[config.mk]
export PLATFORM = sky130hd
export DESIGN_NAME = gped_top
export DESIGN_NICKNAME = d
export VERILOG_FILES = /design/src/gped_reg16.v /design/src/gped_pin_ctrl.v /design/src/gped_top.v
export VERILOG_INCLUDE_DIRS = /design/src /design/src/src
export SDC_FILE = /design/constraint.sdc
export NUM_CORES = 1
export LEC_CHECK = 0
export BUFFER_PORTS_ARGS = -buffer_cell sky130_fd_sc_hd__buf_2
export CAP_MARGIN = 20
export CORE_MARGIN = 4
export CORE_UTILIZATION = 49
export CTS_CLUSTER_SIZE = 30
export DETAILED_ROUTE_END_ITERATION = 7
export GPL_TIMING_DRIVEN = 0
export PLACE_DENSITY = 0.88
export SYNTH_ARGS = -nofsm -noshare
export SYNTH_HDL_FRONTEND = slang
export SYNTH_HIERARCHICAL = 1
export SYNTH_SLANG_ARGS = --single-unit
[constraint.sdc]
create_clock -name mclk_i -period 4.9 [get_ports mclk_i]
set_clock_uncertainty 0.15 [all_clocks]
set_input_delay 0.49 -clock mclk_i [delete_from_list [all_inputs] [get_ports mclk_i]]
set_output_delay 0.49 -clock mclk_i [all_outputs]
set_load 0.01 [all_outputs]
[src/gped_map.vh]
`ifndef GPED_MAP_VH
`define GPED_MAP_VH
`define GPED_PIN_ENABLE_OFS 32'h01B00000
`define GPED_PIN_DIRECTION_OFS 32'h01B00004
`define GPED_PIN_ENABLE_RST 16'h00F0
`define GPED_PIN_DIRECTION_RST 16'h0000
`define GPED_PINS 16
`define GPED_RSVD_LSB 16
`define GPED_WAIT_CYCLES 1
`endif

[src/gped_reg16.v]
`include "gped_map.vh"
module gped_reg16 #(
  parameter WIDTH = 16,
  parameter [WIDTH-1:0] RST_VAL = {WIDTH{1'b0}}
) (
  input wire mclk_i,
  input wire rst_i,
  input wire wr_i,
  input wire [WIDTH-1:0] wdata_i,
  output reg [WIDTH-1:0] q_o
);
  always @(posedge mclk_i) begin
    if (rst_i) begin
      q_o <= RST_VAL;
    end else if (wr_i) begin
      q_o <= wdata_i;
    end
  end
endmodule

[src/gped_pin_ctrl.v]
module gped_pin_ctrl #(
  parameter WIDTH = 16
) (
  input wire mclk_i,
  input wire rst_i,
  input wire [WIDTH-1:0] enable_i,
  input wire [WIDTH-1:0] direction_i,
  output reg [WIDTH-1:0] pin_oe_o,
  output reg [WIDTH-1:0] pin_in_use_o
);
  // Direction counts only on enabled pins
  always @(posedge mclk_i) begin
    if (rst_i) begin
      pin_oe_o <= {WIDTH{1'b0}};
      pin_in_use_o <= {WIDTH{1'b0}};
    end else begin
      pin_oe_o <= enable_i & direction_i;
      pin_in_use_o <= enable_i & ~direction_i;
    end
  end
endmodule

[src/gped_top.v]
// Behaviour
// - Sixteen pins, bit position equals pin number
// - Pin is general-purpose only when enabled
// - Direction 0 input, 1 output driving pin
// - Direction ignored while pin disabled
// - Enable resets to 0x00F0, read/write
// - Direction resets to zero, read/write
`include "gped_map.vh"
module gped_top #(
  parameter PINS = `GPED_PINS
) (
  input wire mclk_i,
  input wire rst_i,
  input wire [31:0] avs_address_i,
  input wire avs_read_i,
  input wire avs_write_i,
  input wire [31:0] avs_writedata_i,
  input wire [3:0] avs_byteenable_i,
  output reg [31:0] avs_readdata_o,
  output reg avs_waitrequest_o,
  output wire [PINS-1:0] pin_enable_o,
  output wire [PINS-1:0] pin_direction_o,
  output wire [PINS-1:0] pin_oe_o,
  output wire [PINS-1:0] pin_input_mode_o
);
  wire [PINS-1:0] en_q;
  wire [PINS-1:0] dir_q;
  wire hit_en;
  wire hit_dir;
  wire req;
  wire take;
  reg [1:0] state_r;
  reg [1:0] state_nxt;
  reg wait_nxt;
  reg [31:0] rdata_nxt;

  // One-hot bus states; answer always one cycle after the request is seen
  localparam [1:0] ST_IDLE = 2'h1;
  localparam [1:0] ST_ANSWER = 2'h2;
  wire [PINS-1:0] en_wdata;
  wire [PINS-1:0] dir_wdata;

  // Byte-lane merge keeps unselected bytes of the stored value
  function [PINS-1:0] lane_merge;
    input [PINS-1:0] old_v;
    input [31:0] new_v;
    input [3:0] be;
    integer i;
    begin
      lane_merge = old_v;
      for (i = 0; i < PINS; i = i + 1) begin
        if (be[i / 8]) begin
          lane_merge[i] = new_v[i];
        end
      end
    end
  endfunction

  // Full-word compare, so aliases of the two offsets stay unmapped
  function reg_hit;
    input [31:0] addr;
    input [31:0] ofs;
    begin
      reg_hit = (addr == ofs);
    end
  endfunction

  // Upper bits left at zero, whatever the pin count
  function [31:0] read_word;
    input sel_en;
    input sel_dir;
    input [PINS-1:0] en_v;
    input [PINS-1:0] dir_v;
    begin
      read_word = 32'h00000000;
      if (sel_en) begin
        read_word[PINS-1:0] = en_v;
      end else if (sel_dir) begin
        read_word[PINS-1:0] = dir_v;
      end
    end
  endfunction

  assign hit_en = reg_hit(avs_address_i, `GPED_PIN_ENABLE_OFS);
  assign hit_dir = reg_hit(avs_address_i, `GPED_PIN_DIRECTION_OFS);
  assign req = avs_read_i | avs_write_i;
  // One wait cycle, then answer; keeps readdata registered
  assign take = req & (state_r == ST_ANSWER);
  assign en_wdata = lane_merge(en_q, avs_writedata_i, avs_byteenable_i);
  assign dir_wdata = lane_merge(dir_q, avs_writedata_i, avs_byteenable_i);

  gped_reg16 #(
    .WIDTH(PINS),
    .RST_VAL(`GPED_PIN_ENABLE_RST)
  ) u_enable (
    .mclk_i(mclk_i),
    .rst_i(rst_i),
    .wr_i(take & avs_write_i & hit_en),
    .wdata_i(en_wdata),
    .q_o(en_q)
  );

  gped_reg16 #(
    .WIDTH(PINS),
    .RST_VAL(`GPED_PIN_DIRECTION_RST)
  ) u_direction (
    .mclk_i(mclk_i),
    .rst_i(rst_i),
    .wr_i(take & avs_write_i & hit_dir),
    .wdata_i(dir_wdata),
    .q_o(dir_q)
  );

  gped_pin_ctrl #(
    .WIDTH(PINS)
  ) u_pins (
    .mclk_i(mclk_i),
    .rst_i(rst_i),
    .enable_i(en_q),
    .direction_i(dir_q),
    .pin_oe_o(pin_oe_o),
    .pin_in_use_o(pin_input_mode_o)
  );

  assign pin_enable_o = en_q;
  assign pin_direction_o = dir_q;

  always @* begin
    state_nxt = state_r;
    wait_nxt = 1'b1;
    rdata_nxt = avs_readdata_o;
    case (state_r)
      ST_IDLE: begin
        if (req) begin
          state_nxt = ST_ANSWER;
          wait_nxt = 1'b0;
          if (avs_read_i) begin
            rdata_nxt = read_word(hit_en, hit_dir, en_q, dir_q);
          end
        end
      end
      ST_ANSWER: begin
        state_nxt = ST_IDLE;
      end
      default: begin
        state_nxt = ST_IDLE;
      end
    endcase
  end

  always @(posedge mclk_i) begin
    if (rst_i) begin
      state_r <= ST_IDLE;
      avs_waitrequest_o <= 1'b1;
      avs_readdata_o <= 32'h00000000;
    end else begin
      state_r <= state_nxt;
      avs_waitrequest_o <= wait_nxt;
      avs_readdata_o <= rdata_nxt;
    end
  end
endmodule

Yosys cells after proc, flatten, opt, wreduce, memory -nomap -nowiden
Cells that the tools add are included.
{"block": "op_classes", "eq_ne": 4, "bitwise_logic": 9, "reduce_logical": 6, "mux": 3}
{"op": "$eq 32x25->1 const B", "n": 2}
{"op": "$and 16x16->16", "n": 2}
{"op": "$mux 16", "n": 2}
{"op": "$not 16->16", "n": 1}
{"op": "$reduce_and 2->1", "n": 4}
{"op": "$and 1x1->1", "n": 4}
{"op": "$reduce_and 3->1", "n": 1}
{"op": "$eq 2x1->1 const B", "n": 1}
{"op": "$eq 2x2->1 const B", "n": 1}
{"op": "$reduce_or 2->1", "n": 1}
{"op": "$mux 1", "n": 1}
{"op": "$not 1->1", "n": 1}
{"op": "$or 1x1->1", "n": 1}
{"block": "word_totals", "output_inout_bits": 97, "input_bits": 72, "regBits": 83, "elab_cells": 31}

Longest topological paths before layout
Gate-level depths: netlist (run 1).
{"block": "logic_depth", "depth_word": 5, "ltp_mapped": 8, "ltp_nobuf": 5}

By module
Netlist (run 1), hierarchy kept.
{"mod": "gped_top", "area_per_inst_um2": 1390.1, "cells_per_inst": 196, "n_inst": 1, "seq_area_each_um2": 380.4}
{"mod": "gped_pin_ctrl", "area_per_inst_um2": 918.4, "cells_per_inst": 67, "n_inst": 1, "seq_area_each_um2": 640.6}
{"mod": "gped_reg16 at u_enable", "area_per_inst_um2": 589.3, "cells_per_inst": 52, "n_inst": 1, "seq_area_each_um2": 320.3}
{"mod": "gped_reg16 at u_direction", "area_per_inst_um2": 580.6, "cells_per_inst": 52, "n_inst": 1, "seq_area_each_um2": 320.3}

Least setup slack after synthesis (run 1)
No wires, ideal clock.
{"block": "synth_timing", "path_kind": "in2reg", "startpoint": "in avs_address_i[2]", "endpoint": "reg u_direction.q_o[10]", "path_slack_ns": 2.554, "path_buffers": 4, "setup_ns": 0.117, "t_arrival_ns": 2.079, "path_stages": 8, "required_time_ns": 4.633, "cell_sequence": "buf_2 buf_1 inv_1 nor4_1 buf_6 buf_12 mux2i_1 nor2_1"}
{"block": "synth_via", "elab_chain_len": 3}
{"element": "start: declaration", "line_no": "gped_top.v:14", "rtl": "input wire [31:0] avs_address_i,"}
{"element": "$eq 32x25->1", "line_no": "gped_top.v:64", "rtl": "reg_hit = (addr == ofs);"}
{"element": "$and 1x1->1", "line_no": "gped_top.v:109", "rtl": ".wr_i(take & avs_write_i & hit_dir),"}
{"element": "$reduce_and 2->1 (no source line)"}
{"element": "end signal: assignment", "line_no": "gped_reg16.v:16", "rtl": "q_o <= wdata_i;"}
{"element": "end: declaration", "line_no": "gped_reg16.v:10", "rtl": "output reg [WIDTH-1:0] q_o"}
No other way between the ends.
A chain may end at the register's enable or synchronous reset.

Worst setup path after layout (run 1)
{"block": "layout_timing", "startpoint": "in avs_address_i[2]", "endpoint": "reg u_direction.q_o[11]"}
The elaborated chain is that of the path after synthesis.

==> metrics.cfg, run 1 <==
[run_status]
status = finished, final reports clean

[setup_path]
cp_top_family = buffers and inverters
worstPathArrival_ns = 2.52
cp_num_buf_inv = 5
crit_path_end_kind = register
critical-path-max-stage-delay_ns = 0.63
path_class = in -> reg
startpoint_type = input port
critPathSlowestCell = buf_1
cp_max_fo = 10
cp_cell_sequence = buf_2 -> buf_1 -> inv_1 -> nor4_1 -> buf_6 -> buf_12 -> mux2i_1 -> nor2_1
required_ns = 5.00

[clock_network]
clockBufferDepth = 2
numCtsBuffers = 9
hold_buffers = 0
cts_tree = done
clock_latency_ns = 0.36
clockRootBuffer = clkbuf_8
htree_num_levels = 3
cts_resized = 0
clk_pin_slew_ns = 0.08
cts_setup_buffers = 0
cts_sinks = 83

[detailed_routing]
wl_mm = 9.59
wl_per_cell_microns = 15.3
num_vias = 3198
drt_pass1_iterations = 4
drt-initial-drc-count = 123
vias_per_cell = 5.10
drc = 0
drtAntennaViolNets = 0

[synthesis]
synth.distinct_cells = 28
synthTopCellsByCount = dfxtp_1 (83), mux2i_1 (44), o21ai_0 (38)
synth_top_area_frac = 0.478
syn_inst = 367
synth_edf_count = 0
synth_sequential_area_ratio = 0.478
synth-seq-cells = 83
synthTopCellsByArea = dfxtp_1 (48%), mux2i_1 (13%), o21ai_0 (5.5%)
synth_warnings = 6
synthArstFlopShare = 0
post-synth-top-count-cell = dfxtp_1
synth_area_per_cell_sq_um = 9.48
syn-cell-area_sq_um = 3480
synth-main-ff-cell = dfxtp_1
synth.largest_area_cell = dfxtp_1

[timing]
finalCritPeriodShare = 0.494
worstMarginPinSlew_ns = 0.767
finalSetupTns_ns = 0
hold_viol_final = 0
max_freq_mhz = 413
relSlewSlack = 0.489
period_minus_slack_ns = 2.42
finalSetupViolCount = 0
report.final.slew_viol_count = 0
rsz0062_at_grt = false

[layout]
nNetsFinal = 598
fin_area_sq_um = 4520
area_delta_synth_final_pct = 29.8
n_antenna_cell = 0
drive_gt1_frac = 0.358
n_fill_cell = 570

[die]
chipHeight_microns = 92.3
initial_utilization = 0.509
core_area_sq_um = 6830
num_rows = 30
die_w_microns = 92.3
die_area_sq_um = 8510
ioPinCount = 169

[global_route]
grt_max_degree = 14
antenna_found_initial = 0
grt_overflow = 0
grt.total_usage = 0.224
grt_pass1_wl_mm = 14.9
first_global_vias = 3085

[pwr]
p_per_area_nw_per_um2 = 280
leakage_nw = 2.16
peakVddDrop_uv = 107

[min_path]
hp-class = in -> reg

[place]
portBuffers = 133
place_congestion = 0.818
placed_area_sq_um = 4320
dpl.hpwl_mm = 6.86

[job]
drv_cap = 0

==> cell type report <==
class / instances / area [sq um] / share of cell area
multi-input combinational: 226 / 1470 / 0.326
timing repair buffer: 133 / 666 / 0.147
buffer: 37 / 265 / 0.0587
clock buffer: 12 / 145 / 0.0321
inverter: 36 / 135 / 0.0299
clock inverter: 4 / 50.0 / 0.0111
tap: 96 / 120 / 0.0266
sequential: 83 / 1660 / 0.368
==> sequential cells by signal (all words and copies together) (netlist names) <==
register             cells
avs_waitrequest_o        1
avs_readdata_o          16
u_enable/q_o            16
u_direction/q_o         16
u_pins/pin_in_use_o     16
u_pins/pin_oe_o         16
state_r                  2
==> stage by stage <==
step           power, mW   util  hold slack [ns]  worst slack, ns  std cells
2_1_floorplan      0.748      -            0.263             2.55        382
3_3_place_gp       0.786  0.632            0.279             2.18        611
3_5_place_dp       0.789  0.632            0.293             2.16        611
4_1_cts             1.27  0.661            0.261             2.51        627
5_1_grt             1.31  0.661            0.263             2.27        627
6_report            1.27  0.661            0.269             2.48        627
==> report_power, final <==
group	switching (mW)	internal, mW
Clock	0.241	0.249
Combinational	0.0544	0.0408
Sequential	0.00214	0.678
==> routing by layer <==
layer	part of all wire	global-route usage	vias up
met1	0.39	0.250	1498
met5	0	0	-
met2	0.51	0.400	162
met4	0.023	0.118	0
met3	0.079	0.0468	24
li1	-	-	1514
==> worst reg2reg max path, stage by stage (launching register included) <==
cell and delay, ns:
dfxtp_1 0.36, nand3b_1 0.12, and2_1 0.12, clkbuf_1 0.31, clkbuf_1 0.50, nand2_1 0.15
o21ai_2 0.08
==> logic make-up (layout without fill, tap and decap cells) <==
logic type / count (synthesis) / count (layout) / share of synthesized area
compound gates: 54 / 54 / 0.0950
buf+inv: 73 / 222 / 0.115
flops: 83 / 83 / 0.478
mux: 44 / 44 / 0.127
other cells: 1 / 16 / 0.00108
simple gates: 112 / 112 / 0.185
==> path summary, 6_finish.rpt <==
kind | from | endpoint | slack (ns) | depth (start not counted)
worst max-delay path | avs_address_i[2] | u_direction/q_o[11] | 2.48 | 8
worst min-delay path | avs_read_i | avs_waitrequest_o | 0.27 | 2
worst max register to register | state_r[1] | avs_readdata_o[0] | 3.06 | 6
worst min register to register | avs_readdata_o[9] | avs_readdata_o[9] | 0.31 | 2
==> cells in the final DEF (no fill, tap or decap), drive strengths merged <==
cell type,Yosys,layout
a211o,4,4
and2,1,1
and2b,1,1
and3b,16,16
and4bb,2,2
buf,30,163
bufinv,0,1
clkbuf,7,19
clkinv,0,1
clkinvlp,0,2
conb,1,16
dfxtp,83,83
inv,36,36
mux2i,44,44
nand2,32,32
nand3b,2,2
nand4,2,2
nor2,28,28
nor2b,3,3
nor3,1,1
nor3b,16,16
nor4,7,7
o2111ai,2,2
o21ai,48,48
or4,1,1
Note: power is estimated with default switching activity, not from simulation.
==> run 2, diff against run 1 <==
--- a/config.mk
+++ b/config.mk
@@ -9,11 +9,11 @@
 export BUFFER_PORTS_ARGS = -buffer_cell sky130_fd_sc_hd__buf_2
 export CAP_MARGIN = 20
 export CORE_MARGIN = 4
-export CORE_UTILIZATION = 49
+export CORE_UTILIZATION = 46
 export CTS_CLUSTER_SIZE = 30
 export DETAILED_ROUTE_END_ITERATION = 7
 export GPL_TIMING_DRIVEN = 0
-export PLACE_DENSITY = 0.88
+export PLACE_DENSITY = 0.84
 export SYNTH_ARGS = -nofsm -noshare
 export SYNTH_HDL_FRONTEND = slang
 export SYNTH_HIERARCHICAL = 1
==> constraint.sdc (replaced) <==
create_clock -name mclk_i -period 2.44 [get_ports mclk_i]
set_clock_uncertainty 0.15 [all_clocks]
set_input_delay 0.244 -clock mclk_i [delete_from_list [all_inputs] [get_ports mclk_i]]
set_output_delay 0.244 -clock mclk_i [all_outputs]
set_load 0.01 [all_outputs]
==> run 2 against run 1 <==
- core utilization down 4.4 points
- highest routed layer unchanged
- global-route usage down 1.7 points
- count of clock-buffer cells in the layout decreased by 1
- cell count increased by 0.64%
- sequential share of layout area up 0.16 points
- non-clock buffer count up 1
- critical path type unchanged
- cell area fell by 0.44%
- hold slack worse by 0.24 ns
- setup slack got worse by 2.2 ns
- combinational power grew 99%
- clock power increased by 70%
- sequential power is 100% higher
==> metrics.cfg, run 2 (same netlist as run 1, synthesis figures left out) <==
[timing]
relSlewSlack = 0.484  ; was 0.489
max_freq_mhz = 461
period_minus_slack_ns = 2.17
finalSetupViolCount = 0  ; unchanged
worstMarginPinSlew_ns = 0.774  ; was 0.767 ns
rsz0062_at_grt = false  ; unchanged
finalCritPeriodShare = 0.889
hold_viol_final = 0  ; unchanged
layout_setup_ws_ns = 0.270  ; was 2.48 ns
report.final.slew_viol_count = 0  ; unchanged

[clock_network]
cts_tree = done  ; unchanged
htree_num_levels = 3  ; unchanged
clk_pin_slew_ns = 0.08  ; about the same
clock_latency_ns = 0.34  ; was 0.36 ns
numCtsBuffers = 9  ; unchanged
cts_sinks = 83  ; unchanged
cts_resized = 0  ; unchanged
clockRootBuffer = clkbuf_8  ; unchanged
clockBufferDepth = 2  ; unchanged

[detailed_routing]
drt_pass1_iterations = 4  ; unchanged
wl_per_cell_microns = 14.6  ; was 15.3 microns
wl_mm = 9.23  ; was 9.59 mm
vias_per_cell = 4.91  ; was 5.10
drtAntennaViolNets = 0  ; unchanged
num_vias = 3096  ; was 3198
drt-initial-drc-count = 155  ; was 123
drc = 0  ; unchanged

[setup_path]
cp_num_buf_inv = 5  ; unchanged
r2r_cells = 6  ; unchanged
critPathSlowestCell = buf_1  ; unchanged
critical-path-max-stage-delay_ns = 0.63  ; about the same
rrSetupSlack_ns = 0.61  ; was 3.06 ns
cp.depth = 8  ; unchanged
required_ns = 2.53  ; was 5.00 ns
path_class = in -> reg  ; unchanged
cp_max_fo = 10  ; unchanged
r2r-start = state_r[0]  ; was state_r[1]
crit_path_end_kind = register  ; unchanged
cp_cell_sequence = buf_2 -> buf_1 -> inv_1 -> nor4_1 -> buf_6 -> buf_12 -> mux2i_1 -> nor2_1  ; unchanged
worstReg2RegEnd = u_enable/q_o[8]  ; was avs_readdata_o[0]
cp_top_family = buffers and inverters  ; unchanged
crit_start = avs_address_i[2]  ; unchanged
critPathCapture = u_direction/q_o[11]  ; unchanged
startpoint_type = input port  ; unchanged
worstPathArrival_ns = 2.26  ; was 2.52 ns

[die]
core_area_sq_um = 7290  ; was 6830 sq um
chipHeight_microns = 95.0  ; was 92.3 microns
initial_utilization = 0.477  ; was 0.509
ioPinCount = 169  ; unchanged
num_rows = 31  ; was 30
die_w_microns = 95.0  ; was 92.3 microns
die_area_sq_um = 9020  ; was 8510 sq um

[global_route]
grt.total_usage = 0.207  ; was 0.224
first_global_vias = 3069  ; was 3085
grt_max_degree = 14  ; unchanged
antenna_found_initial = 0  ; unchanged
grt_overflow = 0  ; unchanged
grt_pass1_wl_mm = 14.2  ; was 14.9 mm

[place]
portBuffers = 133  ; unchanged
dpl.hpwl_mm = 6.85  ; was 6.86 mm
post-place-ws_ns = -0.0708  ; was 2.16 ns
place_congestion = 0.785  ; was 0.818

[pwr]
peakVddDrop_uv = 226  ; was 107 uV
leakage_nw = 2.15  ; was 2.16 nW
power.total_mw = 2.39  ; was 1.27 mW
p_per_area_nw_per_um2 = 531  ; was 280 nW/um^2

[job]
drv_cap = 0  ; unchanged

[layout]
drive_gt1_frac = 0.357  ; was 0.358
final_core_util = 0.617  ; was 0.661
area_delta_synth_final_pct = 29.2  ; was 29.8%
n_antenna_cell = 0  ; unchanged
final_common_cell = buf_2  ; unchanged
mostFrequentLayoutCells = buf_2 (139), dfxtp_1 (83), mux2i_1 (44)  ; unchanged
nNetsFinal = 599  ; was 598

[run_status]
status = finished, final reports clean  ; unchanged

[min_path]
hp-class = in -> reg  ; unchanged

-- run 2: cell count changes in the layout (fill, tap and decap cells not counted), sizes merged --
cell         previous run  this run
clkinv                  1         3
bufinv                  1         0
clkbuf                 19        18
dlygate4sd3             0         1
-- run 2: final cells by class --
type / instances / area [sq um]
Buffer: 37 / 265
Clock buffer: 11 / 131
Clock inverter: 5 / 30.0
Fill cell: 640 / 2800
Inverter: 36 / 135
Multi-Input combinational cell: 226 / 1470
Sequential cell: 83 / 1660
Tap cell: 99 / 124
Timing Repair Buffer: 134 / 676
-- run 2: worst min path at each step --
stage / cells past startpoint / slack (ns) / start / end
2_1_floorplan: 1 / 0.23 / avs_read_i / avs_waitrequest_o
3_3_place_gp: 1 / 0.28 / state_r[0] / avs_waitrequest_o
3_5_place_dp: 1 / 0.28 / state_r[0] / avs_waitrequest_o
4_1_cts: 2 / 0.02 / avs_write_i / avs_waitrequest_o
5_1_grt: 2 / 0.04 / avs_write_i / avs_waitrequest_o
6_report: 2 / 0.03 / avs_write_i / avs_waitrequest_o
-- run 2: routing by layer --
metal / track usage / vias up / wire (microns)
met5: 0 / - / 0
met2: 0.358 / 139 / 4640
met4: 0.109 / 0 / 142
met3: 0.0335 / 12 / 735
met1: 0.246 / 1433 / 3710
li1: - / 1512 / -
-- run 2: power by group --
| group | total [mW] | switching, mW | internal [mW] | leakage, nW |
|---|---|---|---|---|
| combinational | 0.189 | 0.106 | 0.0829 | 1.40 |
| sequential | 1.37 | 0.00389 | 1.36 | 0.671 |
| clock | 0.835 | 0.470 | 0.365 | 0.0791 |
| total | 2.39 | 0.579 | 1.81 | 2.15 |
-- run 2: what timing repair did --
action,4_1_cts,5_1_grt
hold buffers,1,0
setup buffers,0,0
hold endpoints to repair,1,0
-- run 2: through the flow --
step                hold slack (ns)  instances  area [sq um]  TNS (ns)
detailed placement            0.284        614          4320    -0.504
CTS                          0.0179        631          4500         0
global placement              0.280        614          4320    -0.373
finish                       0.0298        631          4500         0
global route                 0.0381        631          4500         0
floorplan                     0.233        382          3530         0
